## src/hw/asd_pkg.sv

```systemverilog
// Purpose: Shared constants and types of the asynchronous serial data path.
// Assumes: Mark is a logic high on every serial and control pin.
// Notes:   Offsets, reset values and state codes are named only here.
package asd_pkg;

   // Address window that selects both holding registers.
   localparam logic [15:0] ASD_WIN_BASE   = 16'hff00;
   localparam logic [15:0] ASD_WIN_LAST   = 16'hff03;

   // Reset values.
   localparam logic [7:0]  ASD_THR_RESET  = 8'h00;
   localparam logic [7:0]  ASD_RDR_RESET  = 8'h00;
   localparam logic [15:0] ASD_CNT_RESET  = 16'h0000;

   // Character length code 0..3 selects 5..8 data bits; this is the last index for code 0.
   localparam logic [2:0]  ASD_LAST_BIT_BASE = 3'h4;

   // Line levels.
   localparam logic        ASD_MARK       = 1'b1;
   localparam logic        ASD_SPACE      = 1'b0;

   typedef enum logic [3:0] {
      TX_IDLE  = 4'h1,
      TX_START = 4'h2,
      TX_DATA  = 4'h4,
      TX_STOP  = 4'h8
   } asd_tx_state_t;

   typedef enum logic [3:0] {
      RX_IDLE  = 4'h1,
      RX_START = 4'h2,
      RX_DATA  = 4'h4,
      RX_STOP  = 4'h8
   } asd_rx_state_t;

   // Software-held configuration of the data path.
   typedef struct packed {
      logic [15:0] baud_div;   // System clocks per bit, at least 2.
      logic [1:0]  char_len;   // 0..3 means 5..8 data bits.
      logic        two_stop;   // Send two stop bits when set.
      logic        rts_on;     // Drive request-to-send to space when set.
      logic        data_set;   // Data-set operation swaps the data lines.
   } asd_cfg_t;

endpackage

```

## src/hw/asd_baud_tick.sv

```systemverilog
// Purpose: Bit-period counter that pulses once per programmed baud interval.
// Assumes: period_i is at least 2 and stable during a character.
// Notes:   A restart loads load_i so the first tick can fall mid-bit.
`timescale 1ns/1ps
module asd_baud_tick
   import asd_pkg::*;
(
   input  wire logic        sys_clk_i,
   input  wire logic        reset_n_i,
   input  wire logic        restart_i,
   input  wire logic [15:0] load_i,
   input  wire logic [15:0] period_i,
   output logic             tick_o
);

   logic [15:0] cnt_q;
   logic [15:0] cnt_d;

   always_comb begin
      tick_o = 1'b0;
      cnt_d  = cnt_q;
      if (restart_i) begin
         cnt_d = load_i;
      end else if (cnt_q == 16'h0000) begin
         tick_o = 1'b1;
         cnt_d  = period_i - 16'h0001;
      end else begin
         cnt_d = cnt_q - 16'h0001;
      end
   end

   always_ff @(posedge sys_clk_i or negedge reset_n_i) begin
      if (!reset_n_i) begin
         cnt_q <= ASD_CNT_RESET;
      end else begin
         cnt_q <= cnt_d;
      end
   end
endmodule

```

## src/hw/asd_data_path.sv

```systemverilog
// Purpose: Holding registers, transmitter, receiver and line signals of the serial adapter.
// Assumes: Configuration comes from cfg_i and is stable while characters move.
// Notes:   No parity is generated or checked; receive waits one stop-bit time and does not check its level.
`timescale 1ns/1ps
module asd_data_path
   import asd_pkg::*;
(
   input  wire logic        sys_clk_i,
   input  wire logic        reset_n_i,
   input  wire logic        bus_sel_i,
   input  wire logic [15:0] bus_addr_i,
   input  wire logic        bus_rw_i,
   input  wire logic [7:0]  bus_wdata_i,
   output logic      [7:0]  bus_rdata_o,
   input  wire asd_cfg_t    cfg_i,
   input  wire logic        td_i,
   output logic             td_o,
   output logic             td_oe_o,
   input  wire logic        rd_i,
   output logic             rd_o,
   output logic             rd_oe_o,
   input  wire logic        cts_n_i,
   input  wire logic        dcd_n_i,
   output logic             rts_n_o,
   output logic             rts_change_o,
   output logic             thr_empty_o,
   output logic             rdr_full_o
);

   ////////////////////////////////////////////////////////////////////////////////////////////
   // Input synchronisers and control lines.
   logic [3:0] sync1_q, sync2_q;
   logic       dcd_prev_q, rts_n_q, rts_n_d, rts_chg_q, rts_chg_d;
   logic       td_s, rd_s, cts_s, dcd_s;
   assign td_s  = sync2_q[0];
   assign rd_s  = sync2_q[1];
   assign cts_s = sync2_q[2];
   assign dcd_s = sync2_q[3];

   always_comb begin
      rts_n_d   = !cfg_i.rts_on;
      rts_chg_d = cfg_i.data_set && (dcd_s != dcd_prev_q);
   end

   always_ff @(posedge sys_clk_i or negedge reset_n_i) begin
      if (!reset_n_i) begin
         sync1_q    <= 4'hf;
         sync2_q    <= 4'hf;
         dcd_prev_q <= ASD_MARK;
         rts_n_q    <= ASD_MARK;
         rts_chg_q  <= 1'b0;
      end else begin
         sync1_q    <= {dcd_n_i, cts_n_i, rd_i, td_i};
         sync2_q    <= sync1_q;
         dcd_prev_q <= dcd_s;
         rts_n_q    <= rts_n_d;
         rts_chg_q  <= rts_chg_d;
      end
   end

   assign rts_n_o      = rts_n_q;
   assign rts_change_o = rts_chg_q;

   ////////////////////////////////////////////////////////////////////////////////////////////
   // Bus decode.
   logic       win_hit, wr_stb, rd_stb;
   logic [2:0] last_bit;
   assign win_hit  = bus_sel_i && bus_addr_i >= ASD_WIN_BASE && bus_addr_i <= ASD_WIN_LAST;
   assign wr_stb   = win_hit && !bus_rw_i;
   assign rd_stb   = win_hit && bus_rw_i;
   assign last_bit = ASD_LAST_BIT_BASE + {1'b0, cfg_i.char_len};

   ////////////////////////////////////////////////////////////////////////////////////////////
   // Transmitter.
   asd_tx_state_t tx_st_q, tx_st_d;
   logic [7:0]    thr_q, thr_d, tsr_q, tsr_d;
   logic          thr_empty_q, thr_empty_d;
   logic [2:0]    tx_bit_q, tx_bit_d;
   logic          tx_stop_q, tx_stop_d, tx_line_q, tx_line_d;
   logic          tx_load, tx_tick;
   // A load never shares a cycle with a write, so fresh data is never mistaken for sent.
   assign tx_load = (tx_st_q == TX_IDLE) && !thr_empty_q && (cts_s == ASD_SPACE)
                    && !wr_stb;

   asd_baud_tick u_tx_tick (.sys_clk_i(sys_clk_i), .reset_n_i(reset_n_i), .restart_i(tx_load),
      .load_i(cfg_i.baud_div - 16'h0001), .period_i(cfg_i.baud_div), .tick_o(tx_tick));

   always_comb begin
      tx_st_d     = tx_st_q;
      thr_d       = thr_q;
      thr_empty_d = thr_empty_q;
      tsr_d       = tsr_q;
      tx_bit_d    = tx_bit_q;
      tx_stop_d   = tx_stop_q;
      tx_line_d   = tx_line_q;
      if (wr_stb) begin
         thr_d       = bus_wdata_i;
         thr_empty_d = 1'b0;
      end
      case (tx_st_q)
         TX_IDLE: begin
            tx_line_d = ASD_MARK;
            if (tx_load) begin
               tsr_d       = thr_q;
               thr_empty_d = 1'b1;
               tx_line_d   = ASD_SPACE;
               tx_st_d     = TX_START;
            end
         end
         TX_START: begin
            if (tx_tick) begin
               tx_line_d = tsr_q[0];
               tsr_d     = {1'b0, tsr_q[7:1]};
               tx_bit_d  = 3'h0;
               tx_st_d   = TX_DATA;
            end
         end
         TX_DATA: begin
            if (tx_tick) begin
               if (tx_bit_q == last_bit) begin
                  tx_line_d = ASD_MARK;
                  tx_stop_d = 1'b0;
                  tx_st_d   = TX_STOP;
               end else begin
                  tx_line_d = tsr_q[0];
                  tsr_d     = {1'b0, tsr_q[7:1]};
                  tx_bit_d  = tx_bit_q + 3'h1;
               end
            end
         end
         TX_STOP: begin
            if (tx_tick) begin
               if (cfg_i.two_stop && !tx_stop_q) begin
                  tx_stop_d = 1'b1;
               end else begin
                  tx_st_d = TX_IDLE;
               end
            end
         end
         default: begin
            tx_st_d   = TX_IDLE;
            tx_line_d = ASD_MARK;
         end
      endcase
   end

   always_ff @(posedge sys_clk_i or negedge reset_n_i) begin
      if (!reset_n_i) begin
         tx_st_q     <= TX_IDLE;
         thr_q       <= ASD_THR_RESET;
         thr_empty_q <= 1'b1;
         tsr_q       <= ASD_THR_RESET;
         tx_bit_q    <= 3'h0;
         tx_stop_q   <= 1'b0;
         tx_line_q   <= ASD_MARK;
      end else begin
         tx_st_q     <= tx_st_d;
         thr_q       <= thr_d;
         thr_empty_q <= thr_empty_d;
         tsr_q       <= tsr_d;
         tx_bit_q    <= tx_bit_d;
         tx_stop_q   <= tx_stop_d;
         tx_line_q   <= tx_line_d;
      end
   end

   ////////////////////////////////////////////////////////////////////////////////////////////
   // Receiver.
   asd_rx_state_t rx_st_q, rx_st_d;
   logic [7:0]    rsr_q, rsr_d, rdr_q, rdr_d;
   logic          rdr_full_q, rdr_full_d;
   logic [2:0]    rx_bit_q, rx_bit_d;
   logic          rx_line, rx_begin, rx_done, rx_tick;
   assign rx_line  = cfg_i.data_set ? td_s : rd_s;
   assign rx_begin = (rx_st_q == RX_IDLE) && (rx_line == ASD_SPACE);

   // The first tick after a start edge falls mid-bit; later ones one period apart.
   asd_baud_tick u_rx_tick (.sys_clk_i(sys_clk_i), .reset_n_i(reset_n_i), .restart_i(rx_begin),
      .load_i({1'b0, cfg_i.baud_div[15:1]}), .period_i(cfg_i.baud_div), .tick_o(rx_tick));

   always_comb begin
      rx_st_d  = rx_st_q;
      rsr_d    = rsr_q;
      rx_bit_d = rx_bit_q;
      rx_done  = 1'b0;
      case (rx_st_q)
         RX_IDLE: begin
            rx_st_d = rx_begin ? RX_START : RX_IDLE;
         end
         RX_START: begin
            if (rx_tick) begin
               rsr_d    = ASD_RDR_RESET;
               rx_bit_d = 3'h0;
               rx_st_d  = (rx_line == ASD_SPACE) ? RX_DATA : RX_IDLE;
            end
         end
         RX_DATA: begin
            if (rx_tick) begin
               rsr_d[rx_bit_q] = rx_line;
               if (rx_bit_q == last_bit) begin
                  rx_st_d = RX_STOP;
               end else begin
                  rx_bit_d = rx_bit_q + 3'h1;
               end
            end
         end
         RX_STOP: begin
            if (rx_tick) begin
               rx_done = 1'b1;
               rx_st_d = RX_IDLE;
            end
         end
         default: begin
            rx_st_d = RX_IDLE;
         end
      endcase
      rdr_d      = rx_done ? rsr_q : rdr_q;
      rdr_full_d = rx_done ? 1'b1 : (rd_stb ? 1'b0 : rdr_full_q);
   end

   always_ff @(posedge sys_clk_i or negedge reset_n_i) begin
      if (!reset_n_i) begin
         rx_st_q    <= RX_IDLE;
         rsr_q      <= ASD_RDR_RESET;
         rdr_q      <= ASD_RDR_RESET;
         rdr_full_q <= 1'b0;
         rx_bit_q   <= 3'h0;
      end else begin
         rx_st_q    <= rx_st_d;
         rsr_q      <= rsr_d;
         rdr_q      <= rdr_d;
         rdr_full_q <= rdr_full_d;
         rx_bit_q   <= rx_bit_d;
      end
   end

   ////////////////////////////////////////////////////////////////////////////////////////////
   // Outputs.
   assign td_o        = cfg_i.data_set ? ASD_MARK : tx_line_q;
   assign td_oe_o     = !cfg_i.data_set;
   assign rd_o        = cfg_i.data_set ? tx_line_q : ASD_MARK;
   assign rd_oe_o     = cfg_i.data_set;
   assign bus_rdata_o = rdr_q;
   assign thr_empty_o = thr_empty_q;
   assign rdr_full_o  = rdr_full_q;
endmodule

```

## config.mk

```make
export PLATFORM = sky130hd
export DESIGN_NAME = asd_data_path
export DESIGN_NICKNAME = d
export VERILOG_FILES = /design/src/hw/asd_pkg.sv /design/src/hw/asd_baud_tick.sv /design/src/hw/asd_data_path.sv
export SDC_FILE = /design/constraint.sdc
export NUM_CORES = 1
export LEC_CHECK = 0
export ABC_AREA = 1
export BUFFER_PORTS_ARGS = -buffer_cell sky130_fd_sc_hd__buf_4
export CORE_ASPECT_RATIO = 0.9
export CORE_UTILIZATION = 50
export CTS_BUF_LIST = sky130_fd_sc_hd__clkbuf_8 sky130_fd_sc_hd__clkbuf_16
export CTS_CLUSTER_DIAMETER = 100
export DETAILED_ROUTE_END_ITERATION = 7
export GPL_TIMING_DRIVEN = 0
export PLACE_DENSITY = 0.7
export SLEW_MARGIN = 0
export SYNTH_ARGS = -nofsm -noshare
export SYNTH_HDL_FRONTEND = slang
export SYNTH_HIERARCHICAL = 1
export SYNTH_SLANG_ARGS = --single-unit
```

## constraint.sdc

```tcl
create_clock -name sys_clk_i -period 3.01 [get_ports sys_clk_i]
set_input_delay 0.602 -clock sys_clk_i [delete_from_list [all_inputs] [get_ports sys_clk_i]]
set_output_delay 0.602 -clock sys_clk_i [all_outputs]
set_load 0.02 [all_outputs]
```

Word level (Yosys, flattened, before mapping)
Cells that the tools add are included.
{"block": "totals", "register_bits": 93, "inputBits": 53, "output_inout_bits": 16, "elab_cells": 149}
{"block": "op_classes", "add_sub_neg": 6, "n_lt_le_gt_ge": 4, "eq_ne": 24, "n_mux": 61, "bitwise_logic": 3, "n_reduce_logical": 32}
{"op": "$mux W16", "n": 4}
{"op": "$mux W8", "n": 6}
{"op": "$sub A16 B1 Y16 const B", "n": 3}
{"op": "$mux W4", "n": 10}
{"op": "$logic_not A16 Y1", "n": 2}
{"op": "$pmux W4 S4", "n": 2}
{"op": "$ne A2 B2 Y1 const B", "n": 13}
{"op": "$pmux W8 S3", "n": 1}
{"op": "$mux W1", "n": 23}
{"op": "$mux W3", "n": 7}
{"op": "$ge A16 B16 Y1 const B", "n": 1}
{"op": "$le A16 B16 Y1 const B", "n": 1}
{"op": "$pmux W8 S2", "n": 1}
{"op": "$pmux W3 S2", "n": 2}
{"op": "$reduce_and A4 Y1", "n": 3}
{"op": "$logic_and A1 B1 Y1", "n": 11}
{"op": "$reduce_and A5 Y1", "n": 2}
{"op": "$bwmux W8", "n": 1}
{"op": "$eq A4 B1 Y1 const B", "n": 2}
{"op": "$eq A4 B2 Y1 const B", "n": 2}
{"op": "$eq A4 B3 Y1 const B", "n": 2}
{"op": "$eq A4 B4 Y1 const B", "n": 2}
{"op": "$reduce_bool A2 Y1", "n": 4}
{"op": "$add A3 B1 Y3 const B", "n": 2}
{"op": "14 further kinds", "n": 23}

Logic depth before layout (Yosys ltp)
{"block": "depth", "word_depth": 9, "ltp_mapped": 17, "depth_no_buf": 15}

Modules after synthesis
Netlist, hierarchy kept.
{"mod": "asd_data_path", "n_inst": 1, "cells_each": 402, "area_per_inst_um2": 3241.9, "seq_area_each_um2": 1544.0}
{"mod": "asd_baud_tick", "n_inst": 2, "cells_each": 224, "area_per_inst_um2": 1406.3, "seq_area_each_um2": 400.4}

Worst setup path after synthesis
No wires, ideal clock.
{"block": "synth_path", "kind": "input to register", "startpoint": "input port cfg_i[0] (netlist bit)", "endpoint": "register rdr_q[0], in the netlist bus_rdata_o[0]", "setup_time_ps": 132, "arrival_time_ps": 2388, "required_time_ps": 2878, "setup_slack_ps": 490, "cell_stages": 11, "n_path_buf": 3, "cell_sequence": "inv_1 or2_2 o21ai_0 inv_1 nor2_1 buf_2 clkbuf_1 nor2_1 nand2_1 clkbuf_1 o21ai_0"}
{"block": "synth_via", "elab_chain_cells": 6}
{"item": "start, declared", "line": "asd_data_path.sv:15", "rtl": "input wire asd_cfg_t cfg_i,"}
{"item": "$mux W1", "line": "asd_data_path.sv:174", "rtl": "assign rx_line = cfg_i.data_set ? td_s : rd_s;"}
{"item": "$not A1 Y1"}
{"item": "$logic_and A1 B1 Y1", "line": "asd_data_path.sv:175", "rtl": "assign rx_begin = (rx_st_q == RX_IDLE) && (rx_line == ASD_SPACE);"}
{"item": "net rx_begin", "line": "asd_data_path.sv:173", "rtl": "logic rx_line, rx_begin, rx_done, rx_tick;"}
{"item": "$mux W1", "line": "asd_baud_tick.sv:22", "rtl": "if (restart_i) begin"}
{"item": "net rx_tick", "line": "asd_data_path.sv:173"}
{"item": "$mux W1", "line": "asd_data_path.sv:208", "rtl": "if (rx_tick) begin"}
{"item": "$mux W1", "line": "asd_data_path.sv:186", "rtl": "case (rx_st_q)"}
{"item": "end signal, assigned", "line": "asd_data_path.sv:231", "rtl": "rdr_q <= rdr_d;"}
{"item": "end, declared", "line": "asd_data_path.sv:170", "rtl": "logic [7:0] rsr_q, rsr_d, rdr_q, rdr_d;"}
The timed path passes the listed nets, and every way through them passes these cells.
A chain may end at the register's enable or synchronous reset.

Worst setup path after layout
{"block": "layout_path", "startpoint": "register tx_st_q[3]", "endpoint": "register tsr_q[6]"}
{"block": "layout_via", "elab_chain_cells": 7, "elab_cells_between_ends": 14, "cone_classes": "eq/ne: 7; mux: 2; reduce/logical: 5"}
{"item": "start, declared", "line": "asd_data_path.sv:75", "rtl": "asd_tx_state_t tx_st_q, tx_st_d;"}
{"item": "start signal, assigned", "line": "asd_data_path.sv:157", "rtl": "tx_st_q <= tx_st_d;"}
{"item": "$eq A4 B1 Y1 (*)", "line": "asd_data_path.sv:82", "rtl": "assign tx_load = (tx_st_q == TX_IDLE) && !thr_empty_q && (cts_s == ASD_SPACE)"}
{"item": "$logic_and A1 B1 Y1 (*) (2 in series)", "line": "asd_data_path.sv:82"}
{"item": "$logic_and A1 B1 Y1 (*)", "line": "asd_data_path.sv:83", "rtl": "&& !wr_stb;"}
{"item": "net tx_load", "line": "asd_data_path.sv:80", "rtl": "logic tx_load, tx_tick;"}
{"item": "$mux W1 (*)", "line": "asd_baud_tick.sv:22"}
{"item": "net tx_tick", "line": "asd_data_path.sv:80"}
{"item": "$ne A2 B2 Y1 (no source line)"}
{"item": "$reduce_and A5 Y1 (no source line) (*)"}
{"item": "end signal, assigned", "line": "asd_data_path.sv:160", "rtl": "tsr_q <= tsr_d;"}
{"item": "end, declared", "line": "asd_data_path.sv:76", "rtl": "logic [7:0] thr_q, thr_d, tsr_q, tsr_d;"}
Mark *: on every way through the listed nets, which the timed path passes. The rest lies on a longest branch.

==> flow_summary.toml <==
[outcome]
outcome = "finished, final reports clean"

[clock_tree]
tritoncts = "done"
clock_sink_count = 93
clk_transition_reported_paths_ps = 70
worst_skew_pair.late_latency_ps = 350
post_cts_buffers = 0
cts-root-buf = "clkbuf_16"
clock_tree.htree_level_count = 3
cts_buffer_depth = 2
cts-buffers-inserted = 9

[timing]
post-route-worst-setup-slack_ps = 363
final.setup_skew_ps = 7.49
rsz0062_at_grt = "no"
worst_hold_slack_ps = 356
timing.final.max_slew_violations = 0
fmax_mhz = 378
hold_viol = 0
tightestPinTransition_ps = 1160
max-slew-margin-rel_pct = 22.9
timing.final.setup_violations = 0
min_period_over_period_pct = 87.9
finalCriticalPeriod_ps = 2650
timing.setup.tns_ps = 0

[setup_path]
setup.reg_to_reg.worst_slack_ps = 360
worst_path_most_repeated_cell = "nand2_1"
cp-endpoint = "tsr_q[6]$_DFFE_PN0P_"
signal_arrival_time_at_the_worst_endpoint_ps = 2930
slowest_stage = "dfrtp_1"
worstPathMaxFanout = 10
critPathLaunch = "tx_st_q[3]$_DFFE_PN0P_"
rr_startpoint = "tx_st_q[3]$_DFFE_PN0P_"
worstSetupStartpointType = "register"
critical_path.max_stage_delay_ps = 430
critical_path_class = "reg -> reg"
reg2reg_depth = 17
worstPathCellList = "nor2_4 > nand3_2 > inv_2 > nand2_2 > nor2_2 > nand2_2 > inv_1 > buf_2 > clkbuf_1 > nor2_1 > inv_1 > nand2_1 > inv_2 > nor2_8 > nand2_4 > nand2_1 > nand2_1"
endpoint_kind = "register"
reg2reg_to = "tsr_q[6]$_DFFE_PN0P_"
critPathRequiredTime_ps = 3290

[floorplanning]
die_w_um = 118
die_h_um = 106
core_region_area_mm2 = 0.0116
design.die.area_mm2 = 0.0126
io-pin-count = 69
rows = 37
effective_utilization_at_floorplan_pct = 52.1

[final_layout]
fillers = 1094
antenna-diode-count = 0
multi_input_area_mm2 = 0.00314
drive_gt1_share_pct = 19.4
seq_area_mm2 = 0.00234
synthToLayoutAreaGrowth_pct = 16.6
nNetsFinal = 984

[place]
port_buffers = 66
place.detailed.hpwl_um = 10200
preCtsSetupSlack_ps = -353
routabilityCongestion = 0.895

[global_route]
number_of_antenna_violations_at_the_first_check_in_global_routing = 0
vias_in_the_first_global_route = 5256
pin_count_of_the_biggest_net_entering_global_routing = 94
grt_usage_pct = 23.6
aggregate_global_routing_overflow = 0
grt_first_pass_wirelength_um = 24000

[detailed_routing]
pre_antenna_drt_iters = 5
initialDrtViolationCount = 340
wl_per_cell_um = 12.5
post-route-drc-count = 0
drt.antenna.violating_nets = 0
viasPerCell = 5.02
detailroute.via_count = 5454
routed_wl_um = 13600

[flow_run]
max_cap_violations = 0

[synth]
syn-instance-count = 850
ys_seq_elements = 93
synth_enable_flop_cells = 0
yosys_warnings = 6
netlist.area_leader.share_pct = 32.7
synth.lib_cells_used.distinct = 41
synth_sequential_area_ratio_pct = 38.7
yosys_most_used_dff = "dfrtp_1"
yosys-top-cells-count = "nand2_1, inv_1, nor2_1"
post_synth_main_area_contributors = "dfrtp_1, nand2_1, nand3_1"
netlist_area_mm2 = 0.00605
yosysMostFrequentCell = "nand2_1"
synth.net_count = 908
largest_area_contributor_in_the_synthesized_netlist = "dfrtp_1"
syn-mean-instance-area_um2 = 7.12
share_of_flip_flops_with_an_asynchronous_set_or_reset_pct = 100

[power_and_ir_drop]
leakage_nw = 3.73
peakVddDrop_mv = 0.406
power_density_mw_per_mm2 = 648

[min_path]
holdCritPathClass = "reg -> reg"
[registers in the layout, indices dropped and copies added, names as in the netlist, 3 cells and up]
| register | flops |
|---|---|
| rx_st_q | 4 |
| sync1_q | 4 |
| bus_rdata_o | 8 |
| tsr_q | 8 |
| sync2_q | 4 |
| tx_bit_q | 3 |
| thr_q | 8 |
| rsr_q | 8 |
| u_tx_tick/cnt_q | 16 |
| u_rx_tick/cnt_q | 16 |
| tx_st_q | 4 |
| rx_bit_q | 3 |
[repair_timing]
item	in CTS	in global routing
hold endpoints to repair	0	0
hold buffers	0	0
endpoints found under the setup margin	0	9
gates resized for setup	0	0
[power by group]
part	internal, mW	total, mW	switching, mW
combinational	0.589	1.72	1.13
clock	0.681	1.20	0.519
sequential	1.51	1.66	0.148
total	2.78	4.58	1.80
[placed cells by master, fill, tap and decap left out, types with 9 or more instances in the layout]
cell type | Yosys | layout
nor2_2 | 13 | 13
buf_4 | 3 | 69
nor2_1 | 100 | 100
nand4_1 | 10 | 10
dfrtp_1 | 79 | 79
nor2_4 | 12 | 12
xor2_1 | 14 | 14
dfstp_2 | 14 | 14
nand2_1 | 250 | 250
clkbuf_16 | 0 | 9
nand3_1 | 84 | 84
inv_1 | 108 | 108
a21oi_1 | 14 | 14
o21ai_0 | 43 | 43
nand2_2 | 13 | 13
[critical path: cells and delay by family (launching register included)]
kind,cells,cell delay [ps]
and+or+nand+nor,11,1070
buffers and inverters,6,1100
DFF,1,430
[stage by stage]
step / instances / utilization, % / cell area, um^2 / total power [mW]
floorplan: 850 / - / 6050 / 2.98
global placement: 1072 / 58.0 / 6750 / 3.37
detailed placement: 1072 / 58.0 / 6750 / 3.39
CTS: 1088 / 60.8 / 7060 / 4.61
global route: 1087 / 60.8 / 7060 / 4.94
finish: 1087 / 60.8 / 7060 / 4.58
[per-layer routing]
layer | GRT usage [%] | part of all wire, %
met5 | 0 | 0
met4 | 6.32 | 1.4
met1 | 31.8 | 47
met2 | 39.1 | 46
met3 | 4.24 | 5.0
[logic make-up (layout without fill, tap and decap cells)]
kind of cell | count (synthesis) | after routing | synth area share (%)
buffers and inverters | 133 | 214 | 9.36
AND/OR/NAND/NOR | 520 | 520 | 40.9
AO/OA/AOI/OAI | 80 | 80 | 7.23
adder cells (fa/ha/maj) | 5 | 5 | 1.03
other | 1 | 1 | 0.0619
flip-flops | 93 | 93 | 38.7
XOR/XNOR | 16 | 16 | 2.31
multiplexers | 2 | 2 | 0.372
[worst min-delay path by stage]
stage	slack [ps]	cells past startpoint	startpoint	to
detailed placement	350	0	sync1_q[3]$_DFF_PN1_	sync2_q[3]$_DFF_PN1_
CTS	350	2	cfg_i[1]	rts_n_o$_DFF_PN1_
global placement	350	0	sync1_q[3]$_DFF_PN1_	sync2_q[3]$_DFF_PN1_
finish	360	0	sync1_q[0]$_DFF_PN1_	sync2_q[0]$_DFF_PN1_
floorplan	310	0	reset_n_i	bus_rdata_o[0]$_DFFE_PN0P_
global route	350	1	rd_i	sync1_q[1]$_DFF_PN1_
[area by class of cell]
| class | instances | area share [%] |
|---|---|---|
| inverters | 113 | 6.01 |
| multi-input cells | 624 | 44.5 |
| clock buffers | 10 | 3.38 |
| plain buffers | 19 | 1.97 |
| flip-flops and latches | 93 | 33.2 |
| repair buffers | 66 | 7.02 |
| well taps | 156 | 2.76 |
| clock inverters | 6 | 1.13 |
No activity file was read; power rests on OpenSTA's default activity.
